File: src/pkg/led_scan_pkg.sv
// Summary of operation
// - scan enable/duty field 00 (reset) keeps LED scanning disabled.
// - field 01 scans four commons against four segments at 1/8 duty.
// - field 10 scans four commons against five segments at 1/9 duty.
// - field 11 scans four commons against six segments at 1/10 duty.
// - scan clock is oscillator divided by 64/32/16/8 for codes 00..11; reset 64.
// - freeze bit 1 stops scanning, all common and segment pins high-impedance.
// - freeze bit 0 (reset) runs scanning per enable, duty and divider.
// - 3-bit main brightness for commons 0-3, segments 0-3; 000 dark, reset 100; the code still lights 000 for one sub-slot in eight.
// - 3-bit brightness for segment line 5 LEDs; 000 dark, 111 bright, reset 100; the code still lights 000 for one sub-slot in eight.
// - 3-bit brightness for segment line 4 LEDs; 000 dark, 111 bright, reset 100; the code still lights 000 for one sub-slot in eight.
// - fade-disable bit 0 (reset) smooths brightness changes; 1 jumps directly.
package led_scan_pkg;

  // ==========================================================================
  // register map
  localparam int         ADDR_W           = 12;
  localparam logic [7:0] SCAN_CTRL_IDX    = 8'hb1;
  localparam logic [7:0] BRIGHT_EXTRA_IDX = 8'hb2;
  localparam logic [7:0] SCAN_STATUS_IDX  = 8'hb3;
  localparam logic [ADDR_W-1:0] SCAN_CTRL_ADDR    = {2'h0, SCAN_CTRL_IDX, 2'h0};
  localparam logic [ADDR_W-1:0] BRIGHT_EXTRA_ADDR = {2'h0, BRIGHT_EXTRA_IDX, 2'h0};
  localparam logic [ADDR_W-1:0] SCAN_STATUS_ADDR  = {2'h0, SCAN_STATUS_IDX, 2'h0};

  // field positions and reset values
  localparam int         DUTY_LSB      = 6;
  localparam int         DIV_LSB       = 4;
  localparam int         FREEZE_BIT    = 3;
  localparam int         MAIN_BRI_LSB  = 0;
  localparam int         FADE_DIS_BIT  = 7;
  localparam int         SEG5_BRI_LSB  = 4;
  localparam int         SEG4_BRI_LSB  = 0;
  localparam logic [7:0] SCAN_CTRL_RST = 8'h04;
  localparam logic [7:0] EXTRA_RST     = 8'h44;
  localparam logic [7:0] EXTRA_MASK    = 8'hf7;
  localparam logic [2:0] LEVEL_RST     = 3'h4;

  // matrix geometry and timing
  localparam int         NUM_COM  = 4;
  localparam int         MAX_SEG  = 6;
  localparam logic [2:0] SUB_LAST = 3'h7;
  localparam logic [6:0] DIV_BASE = 7'h40;

  typedef enum logic [1:0] {DUTY_OFF, DUTY_8, DUTY_9, DUTY_10} duty_e;

  typedef struct packed {
    logic       fadeDis;
    logic [2:0] seg5Bri;
    logic [2:0] seg4Bri;
    logic [2:0] mainBri;
    logic       freeze;
    logic [1:0] divSel;
    duty_e      duty;
  } scan_cfg_s;

  typedef struct packed {
    logic [MAX_SEG-1:0] segOe;
    logic [MAX_SEG-1:0] segment_drive_line;
    logic [NUM_COM-1:0] comOe;
    logic [NUM_COM-1:0] common_drive_line;
  } led_pins_s;

  // split the two control bytes into fields
  function automatic scan_cfg_s decodeCfg(input logic [7:0] ctl, input logic [7:0] ext);
    scan_cfg_s c;
    c.duty    = duty_e'(ctl[DUTY_LSB +: 2]);
    c.divSel  = ctl[DIV_LSB +: 2];
    c.freeze  = ctl[FREEZE_BIT];
    c.mainBri = ctl[MAIN_BRI_LSB +: 3];
    c.fadeDis = ext[FADE_DIS_BIT];
    c.seg5Bri = ext[SEG5_BRI_LSB +: 3];
    c.seg4Bri = ext[SEG4_BRI_LSB +: 3];
    return c;
  endfunction

  // segment lines used by a duty setting
  function automatic logic [2:0] segCount(input duty_e d);
    return (d == DUTY_OFF) ? 3'h0 : 3'(d) + 3'h3;
  endfunction

  // time slots in one frame: 8, 9 or 10
  function automatic logic [3:0] slotCount(input duty_e d);
    return 4'(d) + 4'h7;
  endfunction

  // divider terminal count: 63, 31, 15 or 7
  function automatic logic [5:0] divLimit(input logic [1:0] sel);
    return 6'((DIV_BASE >> sel) - 7'h1);
  endfunction

endpackage

File: src/hw/led_brightness_fader.sv
// ============================================================================
// brightness level of one group, stepping one level per frame when smoothed
module led_brightness_fader
  import led_scan_pkg::*;
#(
  parameter int LVL_W = 3
)(
  // clock and reset
  input  wire logic             clk,
  input  wire logic             sys_rst,
  // control
  input  wire logic [LVL_W-1:0] target,
  input  wire logic             smoothOff,
  input  wire logic             step,
  // level in use
  output logic      [LVL_W-1:0] level
);

  if (LVL_W != 3) begin : g_chk
    $error("led_brightness_fader supports only 3-bit levels");
  end

  logic [LVL_W-1:0] level_r;

  // jump or walk toward the written level
  always_ff @(posedge clk or posedge sys_rst) begin
    if (sys_rst) begin
      level_r <= LEVEL_RST;
    end else if (smoothOff) begin
      level_r <= target;
    end else if (step && level_r < target) begin
      level_r <= level_r + 1'b1;
    end else if (step && level_r > target) begin
      level_r <= level_r - 1'b1;
    end
  end

  assign level = level_r;
endmodule // led_brightness_fader

File: src/hw/led_matrix_scan_control.sv
// ============================================================================
// LED matrix scan controller with APB register access
//
// Design decision made here: the APB slave port.
module led_matrix_scan_control
  import led_scan_pkg::*;
(
  // clock (fast oscillator) and reset
  input  wire logic                       clk,
  input  wire logic                       sys_rst,
  // apb slave
  input  wire logic                       psel,
  input  wire logic                       penable,
  input  wire logic                       pwrite,
  input  wire logic [ADDR_W-1:0]          paddr,
  input  wire logic [31:0]                pwdata,
  output logic      [31:0]                prdata,
  output logic                            pready,
  output logic                            pslverr,
  // led pattern, six segment bits per common
  input  wire logic [NUM_COM*MAX_SEG-1:0] ledPattern,
  // matrix pins
  output led_pins_s                       ledPins
);

  typedef enum logic [1:0] {SCAN_IDLE, SCAN_RUN, SCAN_HOLD} scan_state_e;

  // ==========================================================================
  // declarations
  logic [7:0]      scanCtrl_r;
  logic [7:0]      brightExtra_r;
  logic [31:0]     prdata_r;
  logic            pready_r;
  logic            pslverr_r;
  scan_cfg_s       cfg;
  scan_state_e     state_r;
  scan_state_e     state_nxt;
  logic            scanTick;
  logic [2:0]      subCnt_r;
  logic [3:0]      slot_r;
  logic [3:0]      lastSlot;
  logic            frameEnd;
  logic [2:0]      segUsed;
  logic [2:0]      groupTarget [3];
  logic [2:0]      groupLevel  [3];
  logic [2:0]      segLevel    [MAX_SEG];
  led_pins_s       pins_r;
  led_pins_s       pins_nxt;
  logic            access;
  logic [31:0]     readData;
  logic            addrHit;

  // ==========================================================================
  // apb slave
  assign access = psel && penable;

  // decode of mapped word addresses
  function automatic logic isMapped(input logic [ADDR_W-1:0] a);
    return (a == SCAN_CTRL_ADDR) || (a == BRIGHT_EXTRA_ADDR) ||
           (a == SCAN_STATUS_ADDR);
  endfunction

  assign addrHit = isMapped(paddr);

  // read multiplexer, upper bits read as zero
  always_comb begin
    readData = 32'h0;
    if (paddr == SCAN_CTRL_ADDR) begin
      readData = {24'h0, scanCtrl_r};
    end else if (paddr == BRIGHT_EXTRA_ADDR) begin
      readData = {24'h0, brightExtra_r};
    end else if (paddr == SCAN_STATUS_ADDR) begin
      readData = {24'h0, slot_r, 1'b0, subCnt_r == 3'h0,
                  state_r == SCAN_HOLD, state_r == SCAN_RUN};
    end
  end

  // one wait state: answer on the second access cycle
  always_ff @(posedge clk or posedge sys_rst) begin
    if (sys_rst) begin
      pready_r  <= 1'b0;
      pslverr_r <= 1'b0;
      prdata_r  <= 32'h0;
    end else begin
      pready_r <= access && !pready_r;
      if (access && !pready_r) begin
        pslverr_r <= !addrHit;
        prdata_r  <= pwrite ? 32'h0 : readData;
      end else begin
        pslverr_r <= 1'b0;
        prdata_r  <= 32'h0;
      end
    end
  end

  assign pready  = pready_r;
  assign pslverr = pslverr_r;
  assign prdata  = prdata_r;

  // control registers, written on the completing edge
  always_ff @(posedge clk or posedge sys_rst) begin
    if (sys_rst) begin
      scanCtrl_r    <= SCAN_CTRL_RST;
      brightExtra_r <= EXTRA_RST;
    end else if (access && pready_r && pwrite) begin
      if (paddr == SCAN_CTRL_ADDR) begin
        scanCtrl_r <= pwdata[7:0];
      end
      if (paddr == BRIGHT_EXTRA_ADDR) begin
        brightExtra_r <= pwdata[7:0] & EXTRA_MASK;
      end
    end
  end

  assign cfg = decodeCfg(scanCtrl_r, brightExtra_r);

  // ==========================================================================
  // scan state
  always_comb begin
    if (cfg.duty == DUTY_OFF) begin
      state_nxt = SCAN_IDLE;
    end else if (cfg.freeze) begin
      state_nxt = SCAN_HOLD;
    end else begin
      state_nxt = SCAN_RUN;
    end
  end

  // state register
  always_ff @(posedge clk or posedge sys_rst) begin
    if (sys_rst) begin
      state_r <= SCAN_IDLE;
    end else begin
      state_r <= state_nxt;
    end
  end

  // scan clock prescaler, counting only while running
  led_scan_divider u_divider (
    .clk     (clk),
    .sys_rst (sys_rst),
    .run     (state_r == SCAN_RUN),
    .divSel  (cfg.divSel),
    .tick    (scanTick)
  );

  assign lastSlot = slotCount(cfg.duty) - 4'h1;
  assign frameEnd = scanTick && (subCnt_r == SUB_LAST) && (slot_r >= lastSlot);
  assign segUsed  = segCount(cfg.duty);

  // sub-slot and slot counters; hold freezes, idle restarts
  always_ff @(posedge clk or posedge sys_rst) begin
    if (sys_rst) begin
      subCnt_r <= 3'h0;
      slot_r   <= 4'h0;
    end else begin
      unique case (state_r)
        SCAN_IDLE: begin
          subCnt_r <= 3'h0;
          slot_r   <= 4'h0;
        end
        SCAN_HOLD: begin
          subCnt_r <= subCnt_r;
          slot_r   <= slot_r;
        end
        SCAN_RUN: begin
          if (scanTick) begin
            subCnt_r <= subCnt_r + 3'h1;
            if (subCnt_r == SUB_LAST) begin
              slot_r <= (slot_r >= lastSlot) ? 4'h0 : slot_r + 4'h1;
            end
          end
        end
      endcase
    end
  end

  // ==========================================================================
  // brightness
  assign groupTarget[0] = cfg.mainBri;
  assign groupTarget[1] = cfg.seg4Bri;
  assign groupTarget[2] = cfg.seg5Bri;

  // one fader per brightness group, stepping once per frame
  for (genvar g = 0; g < 3; g++) begin : g_fade
    led_brightness_fader #(
      .LVL_W (3)
    ) u_fader (
      .clk       (clk),
      .sys_rst   (sys_rst),
      .target    (groupTarget[g]),
      .smoothOff (cfg.fadeDis),
      .step      (frameEnd),
      .level     (groupLevel[g])
    );
  end

  // level that applies to each segment line
  always_comb begin
    for (int i = 0; i < MAX_SEG; i++) begin
      if (i < NUM_COM) begin
        segLevel[i] = groupLevel[0];
      end else if (i == NUM_COM) begin
        segLevel[i] = groupLevel[1];
      end else begin
        segLevel[i] = groupLevel[2];
      end
    end
  end

  // ==========================================================================
  // pin drive
  always_comb begin
    pins_nxt = '0; // idle and hold: every pin released
    if (state_r == SCAN_RUN) begin
      pins_nxt.comOe = '1;
      for (int i = 0; i < MAX_SEG; i++) begin
        pins_nxt.segOe[i] = 3'(i) < segUsed;
      end
      if (slot_r < 4'(NUM_COM)) begin
        pins_nxt.common_drive_line[slot_r[1:0]] = 1'b1;
        for (int i = 0; i < MAX_SEG; i++) begin
          pins_nxt.segment_drive_line[i] = pins_nxt.segOe[i] &&
                            ledPattern[int'(slot_r[1:0]) * MAX_SEG + i] &&
                            (subCnt_r <= segLevel[i]);
        end
      end
    end
  end

  // registered pins
  always_ff @(posedge clk or posedge sys_rst) begin
    if (sys_rst) begin
      pins_r <= '0;
    end else begin
      pins_r <= pins_nxt;
    end
  end

  assign ledPins = pins_r;
endmodule // led_matrix_scan_control

File: src/hw/led_scan_divider.sv
// ============================================================================
// scan clock prescaler: one tick every 64/32/16/8 oscillator cycles
module led_scan_divider
  import led_scan_pkg::*;
(
  // clock and reset
  input  wire logic       clk,
  input  wire logic       sys_rst,
  // control
  input  wire logic       run,
  input  wire logic [1:0] divSel,
  // scan tick
  output logic            tick
);

  logic [5:0] cnt_r;

  // free count while running, restart when stopped
  always_ff @(posedge clk or posedge sys_rst) begin
    if (sys_rst) begin
      cnt_r <= 6'h0;
    end else if (!run || cnt_r >= divLimit(divSel)) begin
      cnt_r <= 6'h0;
    end else begin
      cnt_r <= cnt_r + 6'h1;
    end
  end

  assign tick = run && (cnt_r >= divLimit(divSel));
endmodule // led_scan_divider

File: config.mk
export PLATFORM = sky130hd
export DESIGN_NAME = led_matrix_scan_control
export DESIGN_NICKNAME = d
export VERILOG_FILES = /design/src/pkg/led_scan_pkg.sv /design/src/hw/led_brightness_fader.sv /design/src/hw/led_matrix_scan_control.sv /design/src/hw/led_scan_divider.sv
export SDC_FILE = /design/constraint.sdc
export NUM_CORES = 1
export LEC_CHECK = 0
export BUFFER_PORTS_ARGS = -buffer_cell sky130_fd_sc_hd__buf_2
export CAP_MARGIN = 20
export CORE_ASPECT_RATIO = 2
export CORE_MARGIN = 2
export CORE_UTILIZATION = 52
export DETAILED_ROUTE_END_ITERATION = 10
export PLACE_DENSITY_LB_ADDON = 0.08
export SLEW_MARGIN = 20
export SYNTH_ARGS = -nofsm -noshare
export SYNTH_HDL_FRONTEND = slang
export SYNTH_SLANG_ARGS = --single-unit
File: constraint.sdc
create_clock -name clk -period 5.1 [get_ports clk]
set_input_delay 0.765 -clock clk [delete_from_list [all_inputs] [get_ports clk]]
set_output_delay 0.765 -clock clk [all_outputs]
set_load 0.01 [all_outputs]
# --- Yosys cells after proc, flatten, opt, wreduce, memory -nomap -nowiden ---
# Cells that the tools add are included.
classes:
  reduce_logical: 42
  n_lt_le_gt_ge: 26
  multipliers: 1
  bitwise: 1
  shift: 1
  mux: 48
  n_eq_ne: 8
  n_addsub: 18
ops:
  columns: ["cell", "n"]
  rows:
  - ["less-than comparator 32 x 7 -> 1 bit, second input constant", 5]
  - ["two-way mux 32 bit", 3]
  - ["adder 32 x 3 -> 32 bit, second input constant", 2]
  - ["equality test 12 x 10 -> 1 bit, second input constant", 3]
  - ["two-way mux 3 bit", 11]
  - ["adder 32 x 2 -> 32 bit, second input constant", 1]
  - ["adder 32 x 4 -> 32 bit, second input constant", 1]
  - ["logical AND 1 bit", 26]
  - ["binary-select mux 1 bit (select 5 bit)", 5]
  - ["two-way mux 20 bit", 1]
  - ["two-way mux 4 bit", 4]
  - ["two-way mux 8 bit", 2]
  - ["two-way mux 1 bit", 14]
  - ["adder 3 x 1 -> 3 bit, second input constant", 4]
  - ["two-way mux 6 bit", 2]
  - ["greater-than comparator 3 bit", 3]
  - ["less-or-equal comparator 3 bit", 3]
  - ["less-than comparator 3 bit", 3]
  - ["nonzero test 3 bit", 3]
  - ["subtractor 3 x 1 -> 3 bit, second input constant", 3]
  - ["one-hot mux 4 bit (2 select lines)", 1]
  - ["right shift 7 x 2 -> 6 bit, first input constant", 1]
  - ["adder 5 x 3 -> 6 bit, second input constant", 1]
  - ["adder 6 x 1 -> 6 bit, second input constant", 1]
  - ["30 further kinds", 42]
totals:
  ff_bits: 93
  wordCells: 161
  out_inout_bits: 54

# --- Longest topological paths before layout ---
# Gate-level depths: netlist (run 1).
logic_depth:
  depth_word: 10
  mapped_depth: 14

# --- By module ---
# From an unflattened synthesis (run 1), not the netlist that was laid out.
hier_totals:
  cells_unflattened: 419
  area_unflattened_um2: 4349.2
modules_own_cells:
  columns: ["module", "cells_per_inst", "area_each_um2", "instances"]
  rows:
  - ["led_matrix_scan_control", 284, 3120.5, 1]
  - ["led_brightness_fader", 33, 291.5, 3]
  - ["led_scan_divider", 36, 354.1, 1]

# --- Worst setup path before layout (run 1) ---
# OpenSTA, ideal clock, no wires.
synth_timing:
  kind: "reg-to-reg"
  from: "register slot_r[0]"
  to: "register g_fade[1].u_fader.level_r[2]"
  setup_slack_ps: 1137
  path_stages_with_launch: 15
  n_path_buf: 4
  period_less_slack_ps: 3963
  required_time_ps: 5023
  arrival_time_ps: 3886
  cell_sequence: "dfrtp_1 -> clkbuf_1 -> buf_2 -> inv_1 -> ha_1 -> nand2b_1 -> a2111oi_0 -> or4_4 -> buf_6 -> buf_2 -> or2_1 -> fa_1 -> xnor2_1 -> or4_1 -> a31oi_1"
synth_via:
  elab_chain_len: 5
synth_lines:
  columns: ["item", "line", "source"]
  rows:
  - ["start: declaration", "led_matrix_scan_control.sv:40", "logic [3:0] slot_r;"]
  - ["start signal: assignment", "led_matrix_scan_control.sv:164", "slot_r <= slot_r;"]
  - ["start signal: assignment", "led_matrix_scan_control.sv:170", "slot_r <= (slot_r >= lastSlot) ? 4'h0 : slot_r + 4'h1;"]
  - [">= comparator 4 bit (*)", "led_matrix_scan_control.sv:148", "assign frameEnd = scanTick && (subCnt_r == SUB_LAST) && (slot_r >= lastSlot);"]
  - ["logical AND 1 bit (*)", "led_matrix_scan_control.sv:148", null]
  - ["logical AND 1 bit", "led_brightness_fader.sv:31", "end else if (step && level_r < target) begin"]
  - ["two-way mux 3 bit", "led_brightness_fader.sv:31", null]
  - ["two-way mux 3 bit", "led_brightness_fader.sv:29", "end else if (smoothOff) begin"]
  - ["end signal: assignment", "led_brightness_fader.sv:30", "level_r <= target;"]
  - ["end signal: assignment", "led_brightness_fader.sv:32", "level_r <= level_r + 1'b1;"]
  - ["end signal: assignment", "led_brightness_fader.sv:34", "level_r <= level_r - 1'b1;"]
  - ["end: declaration", "led_brightness_fader.sv:23", "logic [LVL_W-1:0] level_r;"]
# Mark *: on every way between the ends. The rest lies on a longest branch, timed or not.
# A chain may end at the register's enable or synchronous reset.

# --- Final worst setup path (run 1) ---
layout_timing:
  from: "register slot_r[0]"
  to: "register g_fade[2].u_fader.level_r[2]"
layout_via:
  elab_chain_len: 5
layout_lines:
  columns: ["item", "line"]
  rows:
  - [">= comparator 4 bit (*)", "led_matrix_scan_control.sv:148"]
  - ["logical AND 1 bit (*)", "led_matrix_scan_control.sv:148"]
  - ["logical AND 1 bit", "led_brightness_fader.sv:31"]
  - ["two-way mux 3 bit", "led_brightness_fader.sv:31"]
  - ["two-way mux 3 bit", "led_brightness_fader.sv:29"]
  - ["end signal: assignment", "led_brightness_fader.sv:30"]
  - ["end signal: assignment", "led_brightness_fader.sv:32"]
  - ["end signal: assignment", "led_brightness_fader.sv:34"]
  - ["end: declaration", "led_brightness_fader.sv:23"]
# Marks and branches as above.

==> flow_summary_export.csv, run 1 <==
group,metric,value,unit
grt,antenna_found_initial,0,
clocking,holdBufCountCts,0,
detailed_routing,vias,3299,
worst_setup_path,crit_cells,11,
placement,port_buffers,78,
sta,holdWs,467.9,ps
floorplanning,ioPinCount,127,
clocking,cts_sinks,64,
worst_setup_path,timing.rr.start,"slot_r[0]",
grt,grtUsageMet1,24.89,%
finish,area_growth_syn_to_layout,15.38,%
worst_setup_path,cp.arrival,3790,ps
yosys,synth_top_flop_cell,"dfrtp_1",
worst_setup_path,path_buf_inv,2,
detailed_routing,drt_drc_violations_left,0,
sta,setup_tns,0,ps
worst_hold_path,min_path_type,"flip-flop to flip-flop",
finish,multi_input_area,2295,µm²
worst_setup_path,crit_fanout,22,
finish,fill_cells,707,
detailed_routing,detail_route.iter0.violations,147,
detailed_routing,ant_nets,0,
clocking,clkLatencyLatePin,340,ps
sta,finalCritPeriodShare,69.17,%
worst_setup_path,worstSetupStartpoint,"slot_r[0]",
detailed_routing,routed_wl,9844,µm
worst_setup_path,cp_data_required_time,5360,ps
grt,use_met2,45.16,%
worst_setup_path,crit_path_cell_trace,"buf_4 -> inv_1 -> ha_1 -> nand2b_1 -> a2111oi_0 -> or4_4 -> or2_1 -> fa_1 -> xnor2_1 -> or4_1 -> a31oi_1",
power,p_per_area,248.4,nW/µm²
placement,gp_congestion,0.8872,
yosys,syn_inst,415,
power,leakagePower,0.002435,µW
floorplanning,start_util,53.22,%
detailed_routing,wire_per_inst,16.74,µm
sta,rsz0062_at_grt,"no",
grt,grt_pass1_wl,15780,µm
sta,setup_viol,0,
yosys,synth_cell_types,51,
worst_setup_path,worst-setup-path-type,"flip-flop to flip-flop",
grt,grt_overflow,0,
grt,track_usage,24.47,%
sta,max-slew-margin-rel,34.20,%
worst_setup_path,reg2reg_to,"g_fade[2].u_fader.level[2]",
sta,hold_viol_final,0,
yosys,ys_ff_latch,64,
worst_setup_path,cp_slowest_cell,"or4_4",
sta,period_minus_slack,3528,ps
job,maxCapViolations,0,
floorplanning,die_y,131.0,µm
placement,hpwlAfterDp,7643,µm
worst_setup_path,worstSetupEndpointType,"flip-flop",
finish,layout_commonest_cell,"buf_2",
finish,ff_latch_area,1609,µm²
grt,met3_usage,5.051,%
worst_setup_path,rrSetupSlack,1570,ps
yosys,synth_edf_count,0,
finish,final_cell_mix,"buf_2 (78), dfrtp_1 (58), nor2_1 (49), ha_1 (35), inv_1 (28)",
sta,tightest_slew,984.4,ps
clocking,clock-root-buffer,"clkbuf_16",
clocking,htree_levels,3,
yosys,synth_area_per_cell,10.11,µm²
grt,grt_max_degree,65,
worst_setup_path,start_kind,"flip-flop",
floorplanning,die_x,67.52,µm
worst_setup_path,crit_family,"simple AND/OR/NAND/NOR gates",
floorplanning,rows,46,
finish,drive_above_1_share,26.63,%
grt,grt_pass1_vias,3322,
yosys,syn-cell-area,4197,µm²
power,vdd.ir_drop.worst,0.1637,mV
yosys,ys_seq_area_share,38.34,%
worst_hold_path,hold_depth,1,
yosys,async_reset_ff_share,100.0,%
finish,antenna_cells,0,
worst_setup_path,max_stage_delay,680,ps
grt,top_usage_layer,"met2",
floorplanning,design.core.area,7885,µm²
detailed_routing,drt_pre_antenna_iters,4,
clocking,numCtsBuffers,9,
clocking,clock_tree.buffer_depth,2,
worst_setup_path,crit_path_end,"g_fade[2].u_fader.level[2]",
clocking,cts_resized,0,
sta,max_freq,0.2835,GHz
outcome,outcome,"complete, no violations",
worst_setup_path,reg2regPathDepth,11,
clocking,cts_tree,"yes",
detailed_routing,vias_per_cell,5.611,
floorplanning,die_area,8848,µm²
clocking,cts_setup_buffers,0,
finish,layout.nets,598,
power,totalPowerFinal,1203,µW
yosys,ys_warn_count,0,
sta,slew_violations,0,
sta,skew,6.095,ps
clocking,cts.clk_slew.worst_paths,60,ps
where the power goes:
part	internal [µW]	switching, µW
clock network	383	244
logic	27.4	38.8
registers	509	0.704
total	919	283
kinds of logic (layout without fill, tap and decap cells):
kind of cell	count (synthesis)	in the layout	share of synthesized area, %
xor gates and xnor gates	9	9	1.878
DFF	64	64	38.34
adders and majority gates	38	38	11.87
and+or+nand+nor	131	131	15.80
buffers and inverters	71	125	9.183
muxes	33	33	12.40
other	1	24	0.08936
AOI/OAI and AO/OA	68	68	10.44
synth_stat cells, types with 10 or more instances:
master / count / area share [%]
dfrtp_1: 58 / 35
o21ai_0: 17 / 2.0
mux4_2: 14 / 7.5
buf_4: 29 / 5.2
a21oi_1: 16 / 1.9
nor2_1: 49 / 4.4
nand3_1: 10 / 1.2
ha_1: 35 / 10
nand2_1: 20 / 1.8
a31oi_1: 10 / 1.5
inv_1: 29 / 2.6
final cells by class:
| type | count | share of cell area, % |
|---|---|---|
| tap | 96 | 2.481 |
| clock inverter | 7 | 1.628 |
| sequential | 64 | 33.23 |
| multi-input combinational | 303 | 47.39 |
| clock buffer | 9 | 4.651 |
| timing repair buffer | 80 | 8.372 |
| inverter | 29 | 2.248 |
stage by stage:
| step | instances | worst slack (ps) | area, µm² | util (%) |
|---|---|---|---|---|
| finish | 588 | 1572 | 4842 | 61.41 |
| global route | 588 | 1242 | 4842 | 61.41 |
| CTS | 588 | 1560 | 4842 | 61.41 |
| detailed placement | 572 | 1573 | 4538 | 57.55 |
| global placement | 572 | 1616 | 4538 | 57.55 |
| floorplan | 438 | 1137 | 4283 | - |
registers in the layout, indices dropped and copies added (netlist names):
name                  cells
slot_r                    4
ledPins                  15
state_r                   2
brightExtra_r             7
u_divider.cnt_r           6
pslverr                   1
g_fade.u_fader.level      9
pready                    1
subCnt_r                  3
scanCtrl_r                8
prdata                    8
how the worst min path moves through the flow:
stage | startpoint | end | slack (ps)
after global routing | u_divider.cnt_r[0] | u_divider.cnt_r[0] | 490
after global placement | u_divider.cnt_r[0] | u_divider.cnt_r[0] | 450
after floorplan | scanCtrl_r[3] | state_r[0] | 420
final | u_divider.cnt_r[0] | u_divider.cnt_r[0] | 470
after CTS | u_divider.cnt_r[0] | u_divider.cnt_r[0] | 470
after detailed placement | u_divider.cnt_r[0] | u_divider.cnt_r[0] | 460
routing by layer:
layer	share of wire (%)	vias up
li1	-	1573
met1	35	1606
met2	57	99
met3	4.9	21
met4	3.1	0
met5	0	-
(Power assumes the default switching activity.)
==> run 2, diff against run 1 <==
Clock period 5.1 ns to 3.7 ns, I/O delays scaled along.
==> run 2 against run 1 <==
  * Die area did not move
  * Critical path depth fell by 1
  * Critical endpoint is now g_fade[1].u_fader.level[2]
  * Cell count rose by 0.17%
==> flow_summary_export.csv, run 2 (synthesis gave the netlist of run 1 again) <==
group,metric,value,unit
detailed_routing,wire_per_inst,16.89,µm
power,clkPwrFrac,50.7,%
worst_setup_path,rrSetupSlack,270,ps
sta,max_freq,0.2917,GHz
detailed_routing,drt_pre_antenna_iters,4,
sta,tightest_slew,881.8,ps
floorplanning,rows,46,
finish,final_cell_mix,"buf_2 (78), dfrtp_1 (58), nor2_1 (49), ha_1 (35), inv_1 (28)",
finish,antenna_cells,0,
power,swShare,22.00,%
job,maxCapViolations,0,
clocking,cts_sinks,64,
floorplanning,start_util,53.22,%
detailed_routing,ant_nets,0,
power,pwr-share-comb,5.7,%
finish,area_growth_syn_to_layout,15.35,%
finish,largest_reg_flops,15,
sta,worst_slack,272.1,ps
worst_hold_path,min_path_type,"input pin to async pin",
detailed_routing,wl_met1,3451,µm
worst_setup_path,cp.arrival,3680,ps
clocking,holdBufCountCts,0,
floorplanning,die_x,67.52,µm
clocking,cts.clk_slew.worst_paths,50,ps
power,leakagePower,0.002440,µW
detailed_routing,vias,3294,
outcome,outcome,"complete, no violations",
detailed_routing,route.met3.wl,360,µm
finish,layout.nets,600,
detailed_routing,wl_met2,5623,µm
sta,hold_viol_final,0,
sta,rsz0062_at_grt,"no",
placement,hpwlAfterDp,7869,µm
grt,track_usage,25.18,%
clocking,clock-root-buffer,"clkbuf_16",
placement,dpl_cell_area,4553,µm²
detailed_routing,routed_wl,9946,µm
grt,grt_max_degree,45,
clocking,clkLatencyLatePin,330,ps
detailed_routing,vias_per_cell,5.593,
power,p_per_area,332.9,nW/µm²
sta,setup_viol,0,
finish,final_util,61.39,%
clocking,cts_resized,0,
clocking,htree_levels,3,
power,power_frac_seq,43.6,%
floorplanning,die_area,8848,µm²
floorplanning,die_y,131.0,µm
sta,skew,4.899,ps
detailed_routing,route.top_layer_used,"met4",
finish,layout_commonest_cell,"buf_2",
power,switchingPower,354.5,µW
grt,antenna_found_initial,0,
sta,finalCritPeriodShare,92.65,%
grt,grt_overflow,0,
sta,max-slew-margin-rel,39.69,%
finish,stdcell_area,4841,µm²
floorplanning,design.core.area,7885,µm²
clocking,numCtsBuffers,9,
detailed_routing,drt_drc_violations_left,0,
power,vdd.ir_drop.worst,0.2274,mV
power,p_int,1257,µW
detailed_routing,detail_route.iter0.violations,142,
grt,grt_pass1_vias,3367,
worst_setup_path,start_kind,"flip-flop",
placement,gp_congestion,0.9047,
sta,setup_tns,0,ps
clocking,cts_setup_buffers,0,
placement,preCtsSetupSlack,280.7,ps
floorplanning,ioPinCount,127,
sta,period_minus_slack,3428,ps
worst_setup_path,crit_fanout,21,
grt,grt_pass1_wl,16220,µm
sta,slew_violations,0,
sta,holdWs,226.2,ps
worst_setup_path,worstSetupEndpointType,"flip-flop",
placement,port_buffers,78,
clocking,clock_tree.buffer_depth,2,
finish,drive_above_1_share,26.57,%
worst_setup_path,cp_data_required_time,3950,ps
clocking,cts_tree,"yes",
worst_setup_path,worst-setup-path-type,"flip-flop to flip-flop",
run 2: changes by cell type in the layout (fill, tap and decap cells not counted), sizes merged:
cell,delta
inv,-3
clkinvlp,-1
clkinv,+2
clkbuf,+1
buf,+2
run 2: worst paths after layout:
| kind | cells after the start | endpoint | startpoint |
|---|---|---|---|
| worst max-delay path | 10 | g_fade[1].u_fader.level[2] | scanCtrl_r[5] |
| worst min-delay path | 2 | ledPins[17] | sys_rst |
| worst max register to register | 10 | g_fade[1].u_fader.level[2] | scanCtrl_r[5] |
| worst min register to register | 1 | u_divider.cnt_r[0] | u_divider.cnt_r[0] |
| max in group asynchronous | 3 | brightExtra_r[2] | sys_rst |
| min in group clk | 2 | scanCtrl_r[3] | pwdata[3] |
run 2: cell type report:
type,count,area [µm²]
Inverter,29,108.9
Timing Repair Buffer,82,420.4
Clock inverter,5,58.81
Clock buffer,10,229.0
Sequential cell,64,1609
Multi-Input combinational cell,303,2295
Fill cell,697,3044
Tap cell,96,120.1
run 2: power by group through the flow:
| stage | sequential [µW] | combinational [µW] | clock [µW] |
|---|---|---|---|
| after global routing | 703 | 103 | 858 |
| after CTS | 703 | 92.1 | 832 |
| after floorplan | 716 | 68.0 | 0 |
| after global placement | 715 | 89.6 | 0 |
| final | 703 | 91.1 | 817 |
| after detailed placement | 715 | 91.9 | 0 |
run 2: worst max-delay path: stages, from the launching register on:
cell and delay, ps:
dfrtp_1 410, or2_2 310, ha_1 280, o21a_1 160, o221ai_2 130, or4_4 670
or2_1 280, fa_1 380, xnor2_1 150, or4_1 400, a31oi_1 190
run 2: routing by layer:
metal	vias up	GRT usage, %
met2	88	45.16
met1	1604	26.24
met3	28	4.538
met5	-	0
li1	1574	-
met4	0	15.13
run 2: through the flow:
step                      power (µW)  cells
after floorplan                783.7    438
after CTS                       1627    589
final                           1611    589
after detailed placement       807.0    574
after global placement         804.7    574
after global routing            1665    589
==> run 3, diff against run 2 <==
Settings changed: CORE_UTILIZATION 52 to 53, SYNTH_HIERARCHICAL from default to 1.
==> run 3 against run 2 <==
  * Synthesized cell count up 0.96%
  * Critical endpoint is now g_fade[2].u_fader/level[2]
  * Critical path type unchanged
  * Register-to-register slack about the same
  * Global-route usage hardly changed
  * Setup slack lost 11 ps
  * Highest routed layer unchanged
==> flow_summary_export.csv, run 3 <==
group,metric,value,unit
detailed_routing,detail_route.iter0.violations,138,
job,maxCapViolations,0,
worst_setup_path,rrSetupSlack,260,ps
sta,rsz0062_at_grt,"no",
yosys,synth_edf_count,0,
grt,grt_pass1_wl,16900,µm
finish,drive_above_1_share,31.36,%
worst_setup_path,cp_slowest_cell,"dfrtp_1",
clocking,cts_tree,"yes",
finish,largest_reg_flops,15,
sta,setup_tns,0,ps
finish,layout.nets,613,
yosys,async_reset_ff_share,100.0,%
finish,final_cell_mix,"buf_2 (78), dfrtp_1 (58), ha_1 (35), inv_1 (34), nor2_1 (26)",
yosys,ys_ff_latch,64,
floorplanning,start_util,54.76,%
outcome,outcome,"complete, no violations",
power,leakagePower,0.002400,µW
yosys,synth_top_area_share,33.37,%
detailed_routing,vias_per_cell,5.668,
finish,layout_commonest_cell,"buf_2",
power,p_per_area,376.0,nW/µm²
worst_setup_path,cp_common_cell,"nand3_1",
sta,setup_viol,0,
grt,grt_overflow,0,
power,swShare,25.29,%
yosys,synth_top_flop_cell,"dfrtp_1",
worst_setup_path,timing.rr.start,"scanCtrl_r[5]",
worst_setup_path,crit_fanout,6,
worst_setup_path,reg2reg_to,"g_fade[2].u_fader/level[2]",
clocking,clock-root-buffer,"clkbuf_16",
clocking,numCtsBuffers,9,
worst_setup_path,start_kind,"flip-flop",
worst_setup_path,crit_family,"simple AND/OR/NAND/NOR gates",
worst_setup_path,crit_path_cell_trace,"or2_2 -> ha_1 -> nand3_1 -> nor2_1 -> o21a_1 -> and2_4 -> nor3b_4 -> and2b_2 -> and3_2 -> inv_1 -> fa_1 -> nand3b_1 -> o22ai_1 -> nand3_1",
power,pwr-share-comb,12.7,%
detailed_routing,vias,3418,
sta,max-slew-margin-rel,34.66,%
worst_setup_path,worstSetupEndpointType,"flip-flop",
placement,hpwlAfterDp,8176,µm
worst_hold_path,min_path_type,"input pin to async pin",
floorplanning,ioPinCount,127,
yosys,synth.largest_area_cell,"dfrtp_1",
yosys,yosys-top-cells-area,"dfrtp_1 (33%), ha_1 (10%), mux4_2 (6.2%)",
yosys,ys_warn_count,6,
floorplanning,rows,46,
sta,hold_viol_final,0,
sta,worst_slack,261.2,ps
yosys,syn_inst,419,
placement,preCtsSetupSlack,98.45,ps
yosys,synth_cell_types,60,
finish,fill_cells,675,
grt,antenna_found_initial,0,
clocking,clock_tree.buffer_depth,2,
detailed_routing,ant_nets,0,
grt,grt_pass1_vias,3548,
worst_setup_path,reg2regPathDepth,14,
worst_setup_path,cp_data_required_time,3950,ps
placement,gp_congestion,0.8073,
sta,holdWs,176.3,ps
clocking,cts.clk_slew.worst_paths,50,ps
yosys,ys_seq_area_share,37.00,%
sta,skew,7.020,ps
placement,port_buffers,78,
floorplanning,die_x,68.06,µm
worst_setup_path,worst-setup-path-type,"flip-flop to flip-flop",
sta,tightest_slew,972.6,ps
power,switchingPower,484.0,µW
power,p_int,1430,µW
detailed_routing,drt_pre_antenna_iters,4,
floorplanning,die_area,8991,µm²
power,clkPwrFrac,46.1,%
yosys,syn-cell-area,4349,µm²
clocking,htree_levels,3,
detailed_routing,wire_per_inst,17.63,µm
grt,track_usage,25.23,%
sta,max_freq,0.2908,GHz
sta,slew_violations,0,
detailed_routing,drt_drc_violations_left,0,
power,power_frac_seq,41.2,%
clocking,cts_sinks,64,
yosys,synth_area_per_cell,10.38,µm²
power,vdd.ir_drop.worst,0.2191,mV
worst_setup_path,path_buf_inv,1,
sta,finalCritPeriodShare,92.94,%
worst_setup_path,max_stage_delay,410,ps
floorplanning,die_y,132.1,µm
detailed_routing,routed_wl,10630,µm
finish,area_growth_syn_to_layout,17.03,%
clocking,clkLatencyLatePin,330,ps
finish,antenna_cells,0,
grt,grt_max_degree,50,
yosys,yosysMostFrequentCell,"dfrtp_1",
worst_setup_path,cp.arrival,3690,ps
sta,period_minus_slack,3439,ps
yosys,synthTopCellsByCount,"dfrtp_1 (58), ha_1 (35), inv_1 (35), buf_4 (29), nor2_1 (26)",
floorplanning,design.core.area,7943,µm²
run 3: layout make-up:
type                       instances  area (µm²)  area share, %
sequential                        64        1609          31.61
timing repair buffer              88       465.4          9.145
multi-input combinational        303        2441          47.96
clock inverter                     4       51.30          1.008
inverter                          36       136.4          2.679
clock buffer                      12       266.5          5.236
tap                               96       120.1          2.360
run 3: worst max-delay path by stage:
stage | from | to | slack [ps] | cells past startpoint
finish | scanCtrl_r[5] | g_fade[2].u_fader/level[2] | 260 | 14
global route | scanCtrl_r[5] | g_fade[2].u_fader/level[2] | 20 | 14
CTS | scanCtrl_r[5] | g_fade[2].u_fader/level[2] | 70 | 14
detailed placement | scanCtrl_r[5] | g_fade[2].u_fader/level[2] | 100 | 14
global placement | scanCtrl_r[5] | g_fade[2].u_fader/level[2] | 240 | 14
floorplan | slot_r[0] | g_fade[0].u_fader/level[1] | 180 | 12
run 3: timing repair:
item                                    CTS  global route
resized for setup                         0             3
endpoints found under the hold margin     0             0
setup buffers                             0             2
hold buffers                              0             0
endpoints found under the setup margin    0             3
run 3: logic make-up (layout without fill, tap and decap cells):
kind of cell	after synthesis	in the layout	synth area share (%)
mux	42	42	13.67
fa+ha+maj	38	38	11.45
compound gates	65	65	10.36
buf+inv	75	140	9.206
other cells	1	24	0.08622
simple gates	125	125	16.43
flops	64	64	37.00
xor+xnor	9	9	1.812
run 3: layer usage:
layer  vias up  wire [µm]  GRT usage, %
li1       1620          -             -
met1      1676       3634         25.42
met2        92       6182         46.49
met3        30        312         2.391
met4         0        502         15.22
met5         -          0             0
run 3: stage by stage:
stage	instance area [µm²]	total power (µW)	utilization (%)	instances
6_report	5090	1914	64.08	603
5_1_grt	5090	1995	64.08	603
4_1_cts	5064	1929	63.75	601
3_5_place_dp	4746	1039	59.75	585
3_3_place_gp	4746	1027	59.75	585
2_1_floorplan	4441	964.7	-	442
run 3: power by group through the flow:
stage / sequential (µW) / clock (µW) / combinational, µW
4_1_cts: 790 / 893 / 245
3_5_place_dp: 802 / 0 / 237
2_1_floorplan: 800 / 0 / 164
3_3_place_gp: 799 / 0 / 228
6_report: 789 / 883 / 242
5_1_grt: 797 / 918 / 280
